**src/core/pwr_seq_pkg.sv**
```systemverilog
package pwr_seq_pkg;

    // register port geometry
    localparam int ADDR_W = 8;
    localparam int DATA_W = 8;
    localparam int TIMER_W = 20;
    localparam int EVT_W = 3;

    // register offsets
    localparam logic [ADDR_W-1:0] IRQ_CFG_ADDR = 8'h05;
    localparam logic [ADDR_W-1:0] WAKE_EN_ADDR = 8'h1c;
    localparam logic [ADDR_W-1:0] CTRL_ADDR = 8'h20;
    localparam logic [ADDR_W-1:0] INT_STATUS_ADDR = 8'h21;
    localparam logic [ADDR_W-1:0] INT_MASK_ADDR = 8'h22;
    localparam logic [ADDR_W-1:0] SEQ_STATE_ADDR = 8'h23;

    // field positions
    localparam int IRQ_POL_BIT = 0;
    localparam int IRQ_OPEN_DRAIN_BIT = 1;
    localparam int WAKE_EN_BIT = 0;
    localparam int CLK_OUT_EN_BIT = 0;
    localparam int EVT_WAKE_BIT = 0;
    localparam int EVT_STABLE_BIT = 1;
    localparam int EVT_SLEEP_BIT = 2;

    // reset values
    localparam logic [DATA_W-1:0] IRQ_CFG_RESET = 8'h00;
    localparam logic [DATA_W-1:0] WAKE_EN_RESET = 8'h00;
    localparam logic [DATA_W-1:0] CTRL_RESET = 8'h01;
    localparam logic [EVT_W-1:0] INT_STATUS_RESET = 3'h0;
    localparam logic [EVT_W-1:0] INT_MASK_RESET = 3'h0;

    // timing, each figure in its own unit, counts derived at 250 MHz
    localparam int CLK_PERIOD_PS = 4000;
    localparam int SLEEP_ENTRY_DELAY_NS = 50;
    localparam int WAKE_CLOCK_DELAY_US = 2000;
    localparam int WAKE_INTERRUPT_DELAY_US = 2000;
    localparam int CLOCK_SETTLE_DELAY_US = 2100;
    localparam int SLEEP_ENTRY_CYCLES = SLEEP_ENTRY_DELAY_NS * 1000 / CLK_PERIOD_PS;
    localparam int WAKE_CLOCK_CYCLES = WAKE_CLOCK_DELAY_US * 1000 / (CLK_PERIOD_PS / 1000);
    localparam int WAKE_INTERRUPT_CYCLES =
        WAKE_INTERRUPT_DELAY_US * 1000 / (CLK_PERIOD_PS / 1000);
    localparam int CLOCK_SETTLE_CYCLES =
        CLOCK_SETTLE_DELAY_US * 1000 / (CLK_PERIOD_PS / 1000);

    // sequencer states
    typedef enum logic [2:0] {
        ST_SLEEP_ENTRY = 3'b000,
        ST_SLEEP = 3'b001,
        ST_WAKING = 3'b010,
        ST_SETTLING = 3'b011,
        ST_STABLE = 3'b100
    } seq_state_t;

    // two-stage synchroniser state
    typedef struct packed {
        logic meta;
        logic sync;
    } sync_state_t;

    // delay timer state
    typedef struct packed {
        logic running;
        logic expired;
        logic [TIMER_W-1:0] cnt;
    } timer_state_t;

    // sequencer state, registers and registered outputs
    typedef struct packed {
        seq_state_t st;
        logic pd_prev;
        logic wake_armed;
        logic low_pwr;
        logic clk_run;
        logic clk_out;
        logic stable;
        logic [DATA_W-1:0] irq_cfg;
        logic [DATA_W-1:0] wake_en;
        logic [DATA_W-1:0] ctrl;
        logic [EVT_W-1:0] status;
        logic [EVT_W-1:0] mask;
        logic irq;
        logic irq_out;
        logic irq_oe;
        logic [DATA_W-1:0] rdata;
    } seq_regs_t;

endpackage

```
**src/core/level_sync.sv**
```systemverilog
`timescale 1ns/1ps
// two flip-flops between a pin and any logic
module level_sync #(
    parameter logic RESET_VAL = 1'b0
) (
    input wire logic clk_i,
    input wire logic rst_n_i,
    input wire logic async_i,
    output logic sync_o
);

    pwr_seq_pkg::sync_state_t q;
    pwr_seq_pkg::sync_state_t d;

    // the first stage feeds only the second
    always_comb begin
        d.meta = async_i;
        d.sync = q.meta;
    end

    always_ff @(posedge clk_i or negedge rst_n_i) begin
        if (!rst_n_i) begin
            // both stages reset to the level that the pin is known to idle at
            q <= '{meta: RESET_VAL, sync: RESET_VAL};
        end else begin
            q <= d;
        end
    end

    assign sync_o = q.sync;

endmodule

```
**src/core/delay_timer.sv**
```systemverilog
`timescale 1ns/1ps
// one-shot delay: done_o rises CYCLES edges after the start edge
module delay_timer #(
    parameter int unsigned CYCLES = 16
) (
    input wire logic clk_i,
    input wire logic rst_n_i,
    input wire logic start_i,
    input wire logic abort_i,
    output logic done_o
);

    localparam logic [pwr_seq_pkg::TIMER_W-1:0] LOAD =
        pwr_seq_pkg::TIMER_W'(CYCLES - 1);

    pwr_seq_pkg::timer_state_t q;
    pwr_seq_pkg::timer_state_t d;

    // start wins over abort so a restart is never lost
    always_comb begin
        d = q;
        if (start_i) begin
            d.running = 1'b1;
            d.expired = 1'b0;
            d.cnt = LOAD;
        end else if (abort_i) begin
            d = '0;
        end else if (q.running) begin
            if (q.cnt == '0) begin
                d.running = 1'b0;
                d.expired = 1'b1;
            end else begin
                d.cnt = q.cnt - 1'b1;
            end
        end
    end

    always_ff @(posedge clk_i or negedge rst_n_i) begin
        if (!rst_n_i) begin
            q <= '0;
        end else begin
            q <= d;
        end
    end

    assign done_o = q.expired;

endmodule

```
**src/core/power_down_wake_sequencer.sv**
```systemverilog
`timescale 1ns/1ps
// What this block does
// - asserting power-down puts the device in low-power mode in about 50 ns.
// - about 2000 us after power-down release the clocks and clock output run.
// - a release of power-down seen in sleep produces a wakeup event, unless power-down returns within the wake delay.
// - with wake enable bit 0 set, the wakeup event drives the IRQ pin at 2000 us.
// - the clock is reported settled about 2100 us after power-down release.
// - IRQ pin polarity and drive method follow bits 1:0 of the config register.
module power_down_wake_sequencer #(
    parameter int unsigned WAKE_CYCLES = pwr_seq_pkg::WAKE_INTERRUPT_CYCLES,
    parameter int unsigned SETTLE_CYCLES = pwr_seq_pkg::CLOCK_SETTLE_CYCLES
) (
    input wire logic clk_i,
    input wire logic rst_n_i,
    input wire logic power_down_pin_i,
    input wire logic [pwr_seq_pkg::ADDR_W-1:0] reg_addr_i,
    input wire logic [pwr_seq_pkg::DATA_W-1:0] reg_wdata_i,
    input wire logic reg_wr_i,
    input wire logic reg_rd_i,
    output logic [pwr_seq_pkg::DATA_W-1:0] reg_rdata_o,
    output logic low_power_o,
    output logic clocks_running_o,
    output logic crystal_clock_output_o,
    output logic clock_stable_o,
    output logic irq_o,
    output logic irq_pin_o,
    output logic irq_pin_oe_o
);

    localparam pwr_seq_pkg::seq_regs_t REGS_RESET = '{
        st: pwr_seq_pkg::ST_SLEEP,
        pd_prev: 1'b0,
        wake_armed: 1'b0,
        low_pwr: 1'b1,
        clk_run: 1'b0,
        clk_out: 1'b0,
        stable: 1'b0,
        irq_cfg: pwr_seq_pkg::IRQ_CFG_RESET,
        wake_en: pwr_seq_pkg::WAKE_EN_RESET,
        ctrl: pwr_seq_pkg::CTRL_RESET,
        status: pwr_seq_pkg::INT_STATUS_RESET,
        mask: pwr_seq_pkg::INT_MASK_RESET,
        irq: 1'b0,
        irq_out: 1'b1,
        irq_oe: 1'b1,
        rdata: '0
    };

    pwr_seq_pkg::seq_regs_t q;
    pwr_seq_pkg::seq_regs_t d;

    logic pd;
    logic sleep_go;
    logic wake_go;
    logic sleep_done;
    logic wake_done;
    logic settle_done;
    logic level;
    logic [pwr_seq_pkg::EVT_W-1:0] set_bits;
    logic [pwr_seq_pkg::EVT_W-1:0] clr_bits;
    logic [pwr_seq_pkg::EVT_W-1:0] eff_mask;

    // the power-down pin comes from the host, off this clock; the pipe resets
    // to asserted so that leaving reset never looks like a release
    level_sync #(
        .RESET_VAL(1'b1)
    ) u_pd_sync (
        .clk_i(clk_i),
        .rst_n_i(rst_n_i),
        .async_i(power_down_pin_i),
        .sync_o(pd)
    );

    // low-power entry delay
    delay_timer #(
        .CYCLES(pwr_seq_pkg::SLEEP_ENTRY_CYCLES)
    ) u_sleep_timer (
        .clk_i(clk_i),
        .rst_n_i(rst_n_i),
        .start_i(sleep_go),
        .abort_i(1'b0),
        .done_o(sleep_done)
    );

    // clocks-running and wake interrupt delay
    delay_timer #(
        .CYCLES(WAKE_CYCLES)
    ) u_wake_timer (
        .clk_i(clk_i),
        .rst_n_i(rst_n_i),
        .start_i(wake_go),
        .abort_i(sleep_go),
        .done_o(wake_done)
    );

    // clock settle delay, counted from the same release edge
    delay_timer #(
        .CYCLES(SETTLE_CYCLES)
    ) u_settle_timer (
        .clk_i(clk_i),
        .rst_n_i(rst_n_i),
        .start_i(wake_go),
        .abort_i(sleep_go),
        .done_o(settle_done)
    );

    // sequencer, register file and irq pin shaping
    always_comb begin
        d = q;
        sleep_go = 1'b0;
        wake_go = 1'b0;
        set_bits = '0;
        clr_bits = '0;
        d.rdata = '0;
        d.pd_prev = pd;

        case (q.st)
            pwr_seq_pkg::ST_SLEEP_ENTRY: begin
                if (sleep_done) begin
                    d.st = pwr_seq_pkg::ST_SLEEP;
                    d.low_pwr = 1'b1;
                    set_bits[pwr_seq_pkg::EVT_SLEEP_BIT] = 1'b1;
                end
            end
            pwr_seq_pkg::ST_SLEEP: begin
                if (!pd) begin
                    d.st = pwr_seq_pkg::ST_WAKING;
                    d.low_pwr = 1'b0;
                    wake_go = 1'b1;
                    // armed by an asserted level seen before; the pipe resets high
                    d.wake_armed = q.pd_prev;
                end
            end
            pwr_seq_pkg::ST_WAKING: begin
                if (wake_done) begin
                    d.st = pwr_seq_pkg::ST_SETTLING;
                    d.clk_run = 1'b1;
                    if (q.wake_armed) begin
                        set_bits[pwr_seq_pkg::EVT_WAKE_BIT] = 1'b1;
                    end
                end
            end
            pwr_seq_pkg::ST_SETTLING: begin
                if (settle_done) begin
                    d.st = pwr_seq_pkg::ST_STABLE;
                    d.stable = 1'b1;
                    set_bits[pwr_seq_pkg::EVT_STABLE_BIT] = 1'b1;
                end
            end
            pwr_seq_pkg::ST_STABLE: begin
                d.st = pwr_seq_pkg::ST_STABLE;
            end
            default: begin
                d.st = pwr_seq_pkg::ST_SLEEP_ENTRY;
                sleep_go = 1'b1;
            end
        endcase

        // power-down overrides every awake state; clocks stop at once
        if (pd && q.st != pwr_seq_pkg::ST_SLEEP_ENTRY && q.st != pwr_seq_pkg::ST_SLEEP) begin
            d.st = pwr_seq_pkg::ST_SLEEP_ENTRY;
            sleep_go = 1'b1;
            d.clk_run = 1'b0;
            d.stable = 1'b0;
            d.wake_armed = 1'b0;
        end

        // register writes
        if (reg_wr_i) begin
            case (reg_addr_i)
                pwr_seq_pkg::IRQ_CFG_ADDR: d.irq_cfg = reg_wdata_i;
                pwr_seq_pkg::WAKE_EN_ADDR: d.wake_en = reg_wdata_i;
                pwr_seq_pkg::CTRL_ADDR: d.ctrl = reg_wdata_i;
                pwr_seq_pkg::INT_STATUS_ADDR: clr_bits = reg_wdata_i[pwr_seq_pkg::EVT_W-1:0];
                pwr_seq_pkg::INT_MASK_ADDR: d.mask = reg_wdata_i[pwr_seq_pkg::EVT_W-1:0];
                default: d.ctrl = q.ctrl;
            endcase
        end

        // sticky status: a new event beats a write-one-to-clear
        d.status = (q.status & ~clr_bits) | set_bits;

        // reads answer one cycle later, zero for unmapped offsets
        if (reg_rd_i) begin
            case (reg_addr_i)
                pwr_seq_pkg::IRQ_CFG_ADDR: d.rdata = q.irq_cfg;
                pwr_seq_pkg::WAKE_EN_ADDR: d.rdata = q.wake_en;
                pwr_seq_pkg::CTRL_ADDR: d.rdata = q.ctrl;
                pwr_seq_pkg::INT_STATUS_ADDR: d.rdata = {5'h00, q.status};
                pwr_seq_pkg::INT_MASK_ADDR: d.rdata = {5'h00, q.mask};
                pwr_seq_pkg::SEQ_STATE_ADDR: begin
                    d.rdata = {4'h0, q.stable, q.clk_run, q.low_pwr, pd};
                end
                default: d.rdata = '0;
            endcase
        end

        // clock output only runs while the clocks do and it is enabled
        d.clk_out = d.clk_run & d.ctrl[pwr_seq_pkg::CLK_OUT_EN_BIT];

        // the wake enable bit unmasks the wake event in addition to the mask
        eff_mask = d.mask;
        eff_mask[pwr_seq_pkg::EVT_WAKE_BIT] = d.mask[pwr_seq_pkg::EVT_WAKE_BIT]
            | d.wake_en[pwr_seq_pkg::WAKE_EN_BIT];
        d.irq = |(d.status & eff_mask);

        // pin level from polarity, then push-pull or open-drain drive
        level = ~(d.irq ^ d.irq_cfg[pwr_seq_pkg::IRQ_POL_BIT]);
        if (d.irq_cfg[pwr_seq_pkg::IRQ_OPEN_DRAIN_BIT]) begin
            d.irq_out = 1'b0;
            d.irq_oe = ~level;
        end else begin
            d.irq_out = level;
            d.irq_oe = 1'b1;
        end
    end

    always_ff @(posedge clk_i or negedge rst_n_i) begin
        if (!rst_n_i) begin
            q <= REGS_RESET;
        end else begin
            q <= d;
        end
    end

    // all outputs straight from flip-flops
    assign reg_rdata_o = q.rdata;
    assign low_power_o = q.low_pwr;
    assign clocks_running_o = q.clk_run;
    assign crystal_clock_output_o = q.clk_out;
    assign clock_stable_o = q.stable;
    assign irq_o = q.irq;
    assign irq_pin_o = q.irq_out;
    assign irq_pin_oe_o = q.irq_oe;

    // helper for the checks: cycles spent awake since the last release
    logic [pwr_seq_pkg::TIMER_W-1:0] age_q;

    always_ff @(posedge clk_i or negedge rst_n_i) begin
        if (!rst_n_i) begin
            age_q <= '0;
        end else if (q.st == pwr_seq_pkg::ST_SLEEP || q.st == pwr_seq_pkg::ST_SLEEP_ENTRY) begin
            age_q <= '0;
        end else if (age_q != '1) begin
            age_q <= age_q + 1'b1;
        end
    end

    localparam int SLEEP_BOUND = pwr_seq_pkg::SLEEP_ENTRY_CYCLES + 2;
    localparam logic [pwr_seq_pkg::TIMER_W-1:0] WAKE_AGE =
        pwr_seq_pkg::TIMER_W'(WAKE_CYCLES + 1);
    localparam logic [pwr_seq_pkg::TIMER_W-1:0] SETTLE_AGE =
        pwr_seq_pkg::TIMER_W'(SETTLE_CYCLES + 1);
endmodule

```
**config.mk**
```make
export PLATFORM = sky130hd
export DESIGN_NAME = power_down_wake_sequencer
export DESIGN_NICKNAME = d
export VERILOG_FILES = /design/src/core/pwr_seq_pkg.sv /design/src/core/level_sync.sv /design/src/core/delay_timer.sv /design/src/core/power_down_wake_sequencer.sv
export SDC_FILE = /design/constraint.sdc
export NUM_CORES = 1
export LEC_CHECK = 0
export ABC_AREA = 1
export BUFFER_PORTS_ARGS = -buffer_cell sky130_fd_sc_hd__buf_2
export CAP_MARGIN = 25
export CELL_PAD_IN_SITES_DETAIL_PLACEMENT = 1
export CELL_PAD_IN_SITES_GLOBAL_PLACEMENT = 1
export CORE_ASPECT_RATIO = 1.25
export CORE_MARGIN = 2
export CORE_UTILIZATION = 42
export CTS_CLUSTER_SIZE = 16
export DETAILED_ROUTE_END_ITERATION = 16
export GPL_ROUTABILITY_DRIVEN = 1
export GPL_TIMING_DRIVEN = 1
export PLACE_DENSITY_LB_ADDON = 0.1
export SYNTH_ARGS = -nofsm -noshare
export SYNTH_HDL_FRONTEND = slang
export SYNTH_HIERARCHICAL = 1
export SYNTH_SLANG_ARGS = --single-unit
```
**constraint.sdc**
```tcl
create_clock -name clk_i -period 2.2 [get_ports clk_i]
set_input_delay 0.44 -clock clk_i [delete_from_list [all_inputs] [get_ports clk_i]]
set_output_delay 0.44 -clock clk_i [all_outputs]
set_load 0.005 [all_outputs]
```
==> metrics.md, run 1 <==
| Metric | Value |
|---|---|
| Status | finished with violations |
| Failing checks | negative hold slack |
| Synth Flop Type | dfrtp_1 |
| Crit. End Element | flop |
| Number of global-route vias before repair | between 6000 and 7000 |
| Nets@finish | around 1000 |
| Crit Path Max Fanout | 15 |
| Pwr Density | between 1500 and 2000 nW/um2 |
| Syn avg cell area | about 7.5 um2 |
| DRT iter0 DRCs | 267 |
| EDFF count, synth | 0 |
| Final WL | around 18000 um |
| Min-Delay Path Class | in2async |
| Mapped Cells | between 900 and 1000 |
| Total track usage | 0.2196 |
| End-of-flow core utilization | 0.4843 |
| Worst Tran Pin Value | 679.0 ps |
| Final Power | 0.01252 W |
| 1st-pass router iterations | 4 |
| R2r startpoint | u_pd_sync/sync_o$_DFF_PN1_ |
| Via density per instance | 5.007 |
| Fin crit period | around 2000 ps |
| Fmax | roughly 500 MHz |
| Die height | roughly 150 um |
| Clock buffer depth | 2 |
| Synthesis-stage register bit count | 118 |
| Gr ovfl total | 0 |
| Worst Setup EP | u_sleep_timer/q[14]$_DFFE_PN0P_ |
| Die W | roughly 120 um |
| Synth async-reset ratio | 1.000 |
| DP HPWL | 13600 um |
| I/O Buffers | 35 |
| # diodes | 0 |
| WP data arrival | between 2000 and 2500 ps |
| Setup Buffers After CTS | 0 |
| Final Skew | ~6.2 ps |
| R2R Path End | u_sleep_timer/q[14]$_DFFE_PN0P_ |
| Post-synthesis sequential area ratio | 0.4157 |
| Final Hold Fails | 6 |
| CTS Buf Count | 17 |
| Min Hold Slack | -17.33 ps |
| DR vias | approximately 6100 |
| Final Max Tran Viols | 0 |
| Clock Sinks | around 120 |
| Setup_tns | 0 ps |
| Layout cells sized above 1 | 0.1805 |
| Maxcap violations | 0 |
| # rows | 53 |
| Area grow syn2layout | 13.59% |
| Post-route clock period utilization | 0.9009 |
| First-pass GRT wire length | between 30000 and 40000 um |
| Die Area | 18030 um2 |
| # DRC | 0 |
| Drt wl/cell | roughly 15 um |
| Antenna violations before repair | 0 |
| Reg clk slew, reported paths | 50 ps |
| CTS H-tree depth | 4 |
| IR drop worst, VDD | between 0.6 and 0.7 mV |
| Clock latency on the worst-skew pair | 420 ps |
| RSZ-0062 raised after global routing | false |
| Post-CTS Resized | 0 |
| Yosys cell types | roughly 50 |
| CTS tree | done |
| Startpoint types | flop |
| Post-Syn Nets | approximately 980 |
| Fill count | 2115 |
| Final Setup Violations | 0 |
| Final instance area | around 8100 um2 |
| Worst setup path category | reg2reg |
| Mapped cell area | just over 7000 um2 |
| Crit path launch | u_pd_sync/sync_o$_DFF_PN1_ |
| Antenna violation net count after detailed routing | 0 |
| Worst r2r path cells | 10 |
| Synth warnings | 6 |
| GP Congestion | around 0.8 |
| Leakage power figure | between 4 and 5 nW |
| Core area | 16710 um2 |
| Rel. slew slack | 0.5473 |
| Placed cell area | 7508 um2 |
| R2R setup slack | approximately 220 ps |
| Starting Density | 0.4263 |
| IO Count | 36 |
| Largest net degree at the start of global routing | 56 |
| CP required | 2480 ps |
| Root Driver | clkbuf_16 |
| Hold Buf Count CTS | 0 |
[stage by stage]
stage / cells / setup slack (ps)
finish: 1223 / 218.1
detailed placement: 1191 / 237.7
CTS: 1223 / 198.9
floorplan: 951 / 68.55
global route: 1223 / 18.87
global placement: 1191 / 287.0
[report_power, final]
group          switching [W]  leakage (nW)  internal, W  total (W)
Clock               0.000954         0.283      0.00182    0.00277
Combinational        0.00414          2.36      0.00207    0.00621
Sequential          0.000757          1.55      0.00278    0.00354
[Yosys cell counts, types with 7 or more instances]
cell type,number,share of area
o21ai_2,14,0.017
nor2_1,112,0.059
dfrtp_1,111,0.39
nor2_2,30,0.026
nor3_1,14,0.0098
nand3_1,69,0.048
o21ai_0,31,0.022
xor2_1,14,0.017
inv_2,7,0.0037
buf_4,9,0.0095
nand4_1,28,0.025
nand2_1,242,0.13
nand2_2,19,0.017
nand2_4,9,0.014
inv_1,122,0.064
a21oi_1,15,0.011
dfstp_2,7,0.026
o21ai_1,17,0.012
[registers in the layout (all words and copies together) (netlist names)]
register,flops
u_settle_timer/q,21
irq_pin_oe_o,1
u_sleep_timer/done_o,1
reg_rdata_o,8
clock_stable_o,1
crystal_clock_output_o,1
u_settle_timer/done_o,1
u_sleep_timer/q,21
u_wake_timer/q,21
irq_o,1
u_pd_sync/d,1
irq_pin_o,1
clocks_running_o,1
u_pd_sync/sync_o,1
u_wake_timer/done_o,1
low_power_o,1
q,35
[area by class of cell]
type / count / area, um2 / share of cell area
Inverter: 135 / 520.5 / 0.06432
Tap cell: 220 / 275.3 / 0.03401
Multi-Input combinational cell: 674 / 3477 / 0.4297
Clock buffer: 30 / 524.3 / 0.06478
Timing Repair Buffer: 44 / 274.0 / 0.03386
Clock inverter: 2 / 60.06 / 0.007421
Sequential cell: 118 / 2962 / 0.3660
[routing by layer]
| layer | vias to the layer above | track usage | share of wire |
|---|---|---|---|
| li1 | 3080 | - | - |
| met1 | 2966 | 0.2709 | 0.45 |
| met4 | 0 | 0.07326 | 0.016 |
| met2 | 54 | 0.3887 | 0.51 |
| met3 | 23 | 0.03582 | 0.021 |
| met5 | - | 0 | 0 |
[layout by cell type (no fill, tap or decap), types with 15 or more instances in the layout]
master and n:
dfrtp_1 111, nand3_1 69, nand2_1 242, a21oi_1 15
nand2_2 19, clkbuf_16 17, nor2_1 112, o21ai_1 17
inv_1 122, nor2_2 30, o21ai_0 31, nand4_1 28
buf_2 34
[kinds of logic after synthesis]
family,after synthesis,synth area share
flip-flops,118,0.4157
adder cells (fa/ha/maj),6,0.01054
multiplexers,2,0.004215
AND/OR/NAND/NOR,551,0.3667
buffers and inverters,159,0.09624
other,1,0.0005264
XOR/XNOR,19,0.02336
AO/OA/AOI/OAI,95,0.08272
[worst max-delay path: stages, from the launching register on]
cell and delay, ps:
dfstp_2 550, inv_1 80, a21oi_1 170, inv_1 90, nand2_1 120, buf_4 230
nor2_2 90, nand2_4 220, inv_2 130, nand2_1 80, o21ai_1 80
[how the worst min path moves through the flow]
stage | startpoint | slack (ps) | end | depth (start not counted)
floorplan | rst_n_i | 140 | clock_stable_o$_DFFE_PN0P_ | 0
global placement | u_pd_sync/d[0]$_DFF_PN1_ | 350 | u_pd_sync/sync_o$_DFF_PN1_ | 0
detailed placement | u_pd_sync/d[0]$_DFF_PN1_ | 350 | u_pd_sync/sync_o$_DFF_PN1_ | 0
CTS | rst_n_i | 10 | reg_rdata_o[5]$_DFF_PN0_ | 1
global route | rst_n_i | 40 | reg_rdata_o[5]$_DFF_PN0_ | 1
finish | rst_n_i | -20 | reg_rdata_o[5]$_DFF_PN0_ | 1
Note: power is estimated with default switching activity, not from simulation.
==> run 2, diff against run 1 <==
--- a/config.mk
+++ b/config.mk
@@ -10,7 +10,7 @@
 export CAP_MARGIN = 25
 export CELL_PAD_IN_SITES_DETAIL_PLACEMENT = 1
 export CELL_PAD_IN_SITES_GLOBAL_PLACEMENT = 1
-export CORE_ASPECT_RATIO = 1.25
+export CORE_ASPECT_RATIO = 0.7
 export CORE_MARGIN = 2
 export CORE_UTILIZATION = 42
 export CTS_CLUSTER_SIZE = 16
==> run 2 against run 1 <==
Against the previous run: the run now ends clean; first-iteration DRC count grew 24%; count of clock-buffer cells in the layout shrank 10; core utilization grew 1.3 points; clock power grew 9.4%; fmax grew 1.2%; non-clock buffer count grew 4; critical endpoint is now u_settle_timer/q[0]$_DFFE_PN0P_; critical path depth is the same; sequential share of layout area shrank 0.39 points; register-to-register slack gained 20 ps; clock skew grew 2.6 ps; wire length grew 2.5%; global-route usage grew 0.91 points.
==> metrics.md, run 2 (synthesized netlist as in run 1, its figures left out) <==
| Metric | Value |
|---|---|
| Status | finished clean |
| RSZ-0062 raised after global routing | false |
| Setup Buffers After CTS | 0 |
| Worst hold path cell count | 1 |
| Number of global-route vias before repair | 6500 |
| R2R setup slack | ~240 ps |
| Maxcap violations | 0 |
| First-pass GRT wire length | 33010 um |
| Core area | approximately 16000 um2 |
| Final Non-Filler Cells | about 1200 |
| CTS tree | done |
| Commonest non-fill, non-tap cell in the layout | nand2_1 |
| Crit Path Max Fanout | 15 |
| Worst hold path startpoint | power_down_pin_i |
| IR drop worst, VDD | just under 0.7 mV |
| Layout cells sized above 1 | 0.1897 |
| Startpoint types | flop |
| Crit. End Element | flop |
| CTS Buf Count | 17 |
| Final WL | about 19000 um |
| Pwr Density | 1579 nW/um2 |
| Setup_tns | 0 ps |
| Gr ovfl total | 0 |
| # DRC | 0 |
| R2R Path End | u_settle_timer/q[0]$_DFFE_PN0P_ |
| DP HPWL | ~14000 um |
| Final Max Tran Viols | 0 |
| Total track usage | 0.2287 |
| DR WL met3 | ~630 um |
| Fmax | roughly 510 MHz |
| Worst r2r path cells | 10 |
| Drt wl/cell | 15.36 um |
| Top sig layer | met4 |
| Clock buffer depth | 2 |
| Met1 wire length | ~9800 um |
| Hold EP | u_pd_sync/d[0]$_DFF_PN1_ |
| Nets@finish | ~1000 |
| Fin crit period | 1958 ps |
| Die Area | ~18000 um2 |
| WP data arrival | approximately 2300 ps |
| Metal2 WL | around 8400 um |
| Root Driver | clkbuf_16 |
| Clock Sinks | ~120 |
| Die W | 159.7 um |
| R2r startpoint | u_pd_sync/sync_o$_DFF_PN1_ |
| Fill count | 2088 |
| Antenna violation net count after detailed routing | 0 |
| Post-CTS Resized | 0 |
| Final Hold Fails | 0 |
| Via density per instance | 5.002 |
| Biggest register | q |
| Post-route clock period utilization | 0.8899 |
| Largest net degree at the start of global routing | 55 |
| Starting Density | 0.4332 |
| CP required | approximately 2500 ps |
| Reg clk slew, reported paths | approximately 50 ps |
| I/O Buffers | 35 |
| Max reg flops | 35 |
| Area grow syn2layout | 14.80% |
| # diodes | 0 |
| Die height | roughly 110 um |
| IO Count | 36 |
| GP Congestion | between 0.8 and 0.9 |
| Rel. slew slack | 0.5673 |
| Clock latency on the worst-skew pair | 420 ps |
| Worst setup path category | reg2reg |
| Leakage power figure | 4.227 nW |
| CTS H-tree depth | 4 |
| Worst Tran Pin Value | approximately 650 ps |
| Final Skew | 8.766 ps |
| Antenna violations before repair | 0 |
| Most frequent cells in the layout | nand2_1, inv_1, nor2_1 |
| DRT iter0 DRCs | 330 |
| DR vias | a little over 6000 |
| Final Setup Violations | 0 |
| Placed cell count | 1199 |
| 1st-pass router iterations | 4 |
| Min-Delay Path Class | in2reg |
| # rows | 39 |
-- run 2: changes by cell type in the layout (fill, tap and decap cells not counted), sizes merged --
cell	delta
clkbuf	-10
buf	+3
inv	+1
dlygate4sd3	+1
clkinvlp	+3
bufinv	+2
clkinv	+4
-- run 2: layer usage --
layer | GRT usage | vias up
met5 | 0 | -
met3 | 0.04875 | 11
met4 | 0.05576 | 0
met1 | 0.3230 | 2983
met2 | 0.3608 | 77
li1 | - | 3092
-- run 2: worst max path at each step --
stage	startpoint	to	depth (start not counted)
6_report	u_pd_sync/sync_o$_DFF_PN1_	u_settle_timer/q[0]$_DFFE_PN0P_	10
3_5_place_dp	u_pd_sync/sync_o$_DFF_PN1_	u_settle_timer/q[13]$_DFFE_PN0P_	10
4_1_cts	u_pd_sync/sync_o$_DFF_PN1_	u_settle_timer/q[13]$_DFFE_PN0P_	10
3_3_place_gp	u_pd_sync/sync_o$_DFF_PN1_	u_settle_timer/q[0]$_DFFE_PN0P_	10
5_1_grt	q[49]$_DFFE_PN0P_	u_sleep_timer/q[9]$_DFFE_PN0P_	10
2_1_floorplan	u_pd_sync/sync_o$_DFF_PN1_	u_wake_timer/q[17]$_DFFE_PN0P_	11
-- run 2: where the power goes --
group          internal (W)  leakage (nW)  total, W  switching [W]
combinational       0.00212          2.38   0.00636        0.00424
clock               0.00195         0.302   0.00303        0.00107
sequential          0.00278          1.55   0.00353       0.000753
-- run 2: area by class of cell --
cell class,instances,area [um2],share of cell area
clock buffers,20,456.7,0.05584
clock inverters,12,175.2,0.02142
inverters,135,520.5,0.06364
multi-input cells,674,3477,0.4251
flip-flops and latches,118,2962,0.3621
well taps,225,281.5,0.03442
repair buffers,48,306.5,0.03748
-- run 2: critical path: stages (launching register included) --
cell and delay [ps]:
dfstp_2 550, inv_1 90, a21oi_1 160, inv_1 100
nand2_1 170, buf_4 270, nor2_4 110, nand2_4 150
clkinv_4 110, nand2_1 70, nand3_1 50
-- run 2: what timing repair did --
item                                    4_1_cts  5_1_grt
endpoints found under the setup margin        0        0
endpoints found under the hold margin        20        0
hold buffers                                  1        0
-- run 2: metrics by stage --
step           hold slack [ps]  utilization  setup slack (ps)  cell area, um2  total power (W)
6_report                 119.3       0.4974             242.2            8179          0.01292
5_1_grt                  101.0       0.4974             80.89            8179          0.01412
3_3_place_gp             314.6       0.4583             294.6            7537         0.009734
2_1_floorplan            144.4            -             68.55            7124         0.008231
3_5_place_dp             318.3       0.4583             266.6            7537         0.009895
4_1_cts                  99.42       0.4974             223.7            8179          0.01305
==> run 3, diff against run 2 <==
--- a/config.mk
+++ b/config.mk
@@ -12,12 +12,13 @@
 export CELL_PAD_IN_SITES_GLOBAL_PLACEMENT = 1
 export CORE_ASPECT_RATIO = 0.7
 export CORE_MARGIN = 2
-export CORE_UTILIZATION = 42
+export CORE_UTILIZATION = 45
 export CTS_CLUSTER_SIZE = 16
 export DETAILED_ROUTE_END_ITERATION = 16
 export GPL_ROUTABILITY_DRIVEN = 1
 export GPL_TIMING_DRIVEN = 1
 export PLACE_DENSITY_LB_ADDON = 0.1
+export SLEW_MARGIN = 20
 export SYNTH_ARGS = -nofsm -noshare
 export SYNTH_HDL_FRONTEND = slang
 export SYNTH_HIERARCHICAL = 1
==> constraint.sdc (replaced) <==
create_clock -name clk_i -period 2 [get_ports clk_i]
set_input_delay 0.4 -clock clk_i [delete_from_list [all_inputs] [get_ports clk_i]]
set_output_delay 0.4 -clock clk_i [all_outputs]
set_load 0.005 [all_outputs]
==> run 3 against run 2 <==
Against the previous run: global-route usage grew 1.7 points; worst setup slack got worse by 58 ps; critical path depth down 1; clock power is 9.9% higher; first-iteration DRC count rose by 21%.
==> metrics.md, run 3 (synthesized netlist as in run 1, its figures left out) <==
| Metric | Value |
|---|---|
| Status | finished clean |
| DR vias | 6272 |
| Worst setup path category | reg2reg |
| CP Cell Sequence | inv_1, a21oi_2, inv_1, nand2_2, buf_4, buf_4, nor2_2, nand3_1, nand2_1 |
| CP peak stage delay | 420 ps |
| Gr ovfl total | 0 |
| Starting Density | 0.4596 |
| Antenna violations before repair | 0 |
| Setup_tns | 0 ps |
| Crit. End Element | flop |
| Die W | 154.4 um |
| Critical path's slowest cell | dfrtp_1 |
| Root Driver | clkbuf_16 |
| Layout cells sized above 1 | 0.1972 |
| Fill count | 1963 |
| WP data arrival | ~2200 ps |
| Leakage power figure | between 4 and 5 nW |
| Min-Delay Path Class | in2async |
| Fmax | ~550 MHz |
| DP HPWL | about 14000 um |
| Rel. slew slack | 0.5521 |
| Min Hold Slack | around 28 ps |
| Fin crit period | ~1800 ps |
| Most frequent cells in the layout | nand2_1, inv_1, dfrtp_1 |
| Via density per instance | a little over 5 |
| Clock buffer depth | 2 |
| Final Hold Fails | 0 |
| Total track usage | 0.2460 |
| IR drop worst, VDD | between 0.7 and 0.8 mV |
| Hold Buf Count CTS | 0 |
| # rows | 38 |
| CTS Buf Count | 17 |
| Antenna violation net count after detailed routing | 0 |
| Final WL | roughly 20000 um |
| Startpoint types | flop |
| I/O Buffers | 35 |
| Crit Path Max Fanout | 10 |
| # diodes | 0 |
| R2R setup slack | about 180 ps |
| RSZ-0062 raised after global routing | false |
| Worst Tran Pin Value | 671.8 ps |
| 1st-pass router iterations | 4 |
| Clock latency on the worst-skew pair | between 400 and 500 ps |
| DRT iter0 DRCs | 400 |
| IO Count | 36 |
| Largest net degree at the start of global routing | about 120 |
| CTS tree | done |
| Final Max Tran Viols | 0 |
| Biggest register | q |
| CTS H-tree depth | 4 |
| First-pass GRT wire length | roughly 33000 um |
| Drt wl/cell | around 16 um |
| Area grow syn2layout | 14.66% |
| Post-route clock period utilization | 0.9081 |
| Die Area | 16870 um2 |
| Number of global-route vias before repair | 6482 |
| # DRC | 0 |
| Maxcap violations | 0 |
| Max reg flops | 35 |
| Die height | 109.3 um |
| Core area | around 15000 um2 |
| Commonest non-fill, non-tap cell in the layout | nand2_1 |
| Reg clk slew, reported paths | approximately 60 ps |
| Final Skew | around 10 ps |
| Final Setup Violations | 0 |
| GP Congestion | about 0.8 |
| CP required | 2360 ps |
| Nets@finish | 1024 |
| Clock Sinks | 118 |
| Pwr Density | roughly 1800 nW/um2 |
-- run 3: cell types whose count changed in the layout (fill, tap and decap cells not counted), sizes merged --
cell	change
clkinvlp	-2
buf	+4
bufinv	+1
dlygate4sd3	-1
clkinv	+2
inv	-2
-- run 3: layer usage --
metal | global-route usage | routed length [um] | up-vias
met5 | 0 | 0 | -
met4 | 0.05754 | 162 | 0
met3 | 0.05286 | 617 | 13
met2 | 0.3988 | 9004 | 81
met1 | 0.3407 | 9668 | 3081
li1 | - | - | 3097
-- run 3: layout make-up --
type	instances	area, um2	area share
Clock buffer	20	446.7	0.05468
Clock inverter	11	180.2	0.02206
Inverter	135	526.8	0.06448
Multi-Input combinational cell	674	3493	0.4276
Sequential cell	118	2962	0.3625
Tap cell	200	250.2	0.03063
Timing Repair Buffer	51	310.3	0.03798
-- run 3: worst paths after layout --
check,from,to,cells after the start
max in group asynchronous,rst_n_i,u_sleep_timer/q[7]$_DFFE_PN0P_,2
hold reg to reg,u_pd_sync/d[0]$_DFF_PN1_,u_pd_sync/sync_o$_DFF_PN1_,0
setup / recovery,q[49]$_DFFE_PN0P_,u_wake_timer/q[17]$_DFFE_PN0P_,9
min in group clk_i,power_down_pin_i,u_pd_sync/d[0]$_DFF_PN1_,1
setup reg to reg,q[49]$_DFFE_PN0P_,u_wake_timer/q[17]$_DFFE_PN0P_,9
hold / removal,rst_n_i,u_wake_timer/q[19]$_DFFE_PN0P_,2
-- run 3: repair_timing --
item                       4_1_cts  5_1_grt
buffers inserted                 0        4
gates resized for setup          0        6
setup endpoints to repair        0       16
-- run 3: stage by stage --
stage	util	area (um2)	setup WS (ps)	std cells	total power [W]
after CTS	0.5241	8123	93.25	1205	0.01435
after global routing	0.5270	8169	59.78	1209	0.01560
after global placement	0.4836	7496	211.5	1174	0.01063
final	0.5270	8169	183.8	1209	0.01434
after detailed placement	0.4836	7496	115.6	1174	0.01083
after floorplan	-	7131	47.08	951	0.009065
-- run 3: worst max-delay path, delay by kind of cell, from the launching register on --
family,cells,cell delay [ps]
buf+inv,4,620
flops,1,420
compound gates,1,80
simple gates,4,620
-- run 3: power breakdown --
part	internal [W]	total, W	switching (W)	leakage (nW)
clock	0.00222	0.00333	0.00111	0.313
sequential	0.00306	0.00384	0.000780	1.55
combinational	0.00238	0.00717	0.00479	2.39
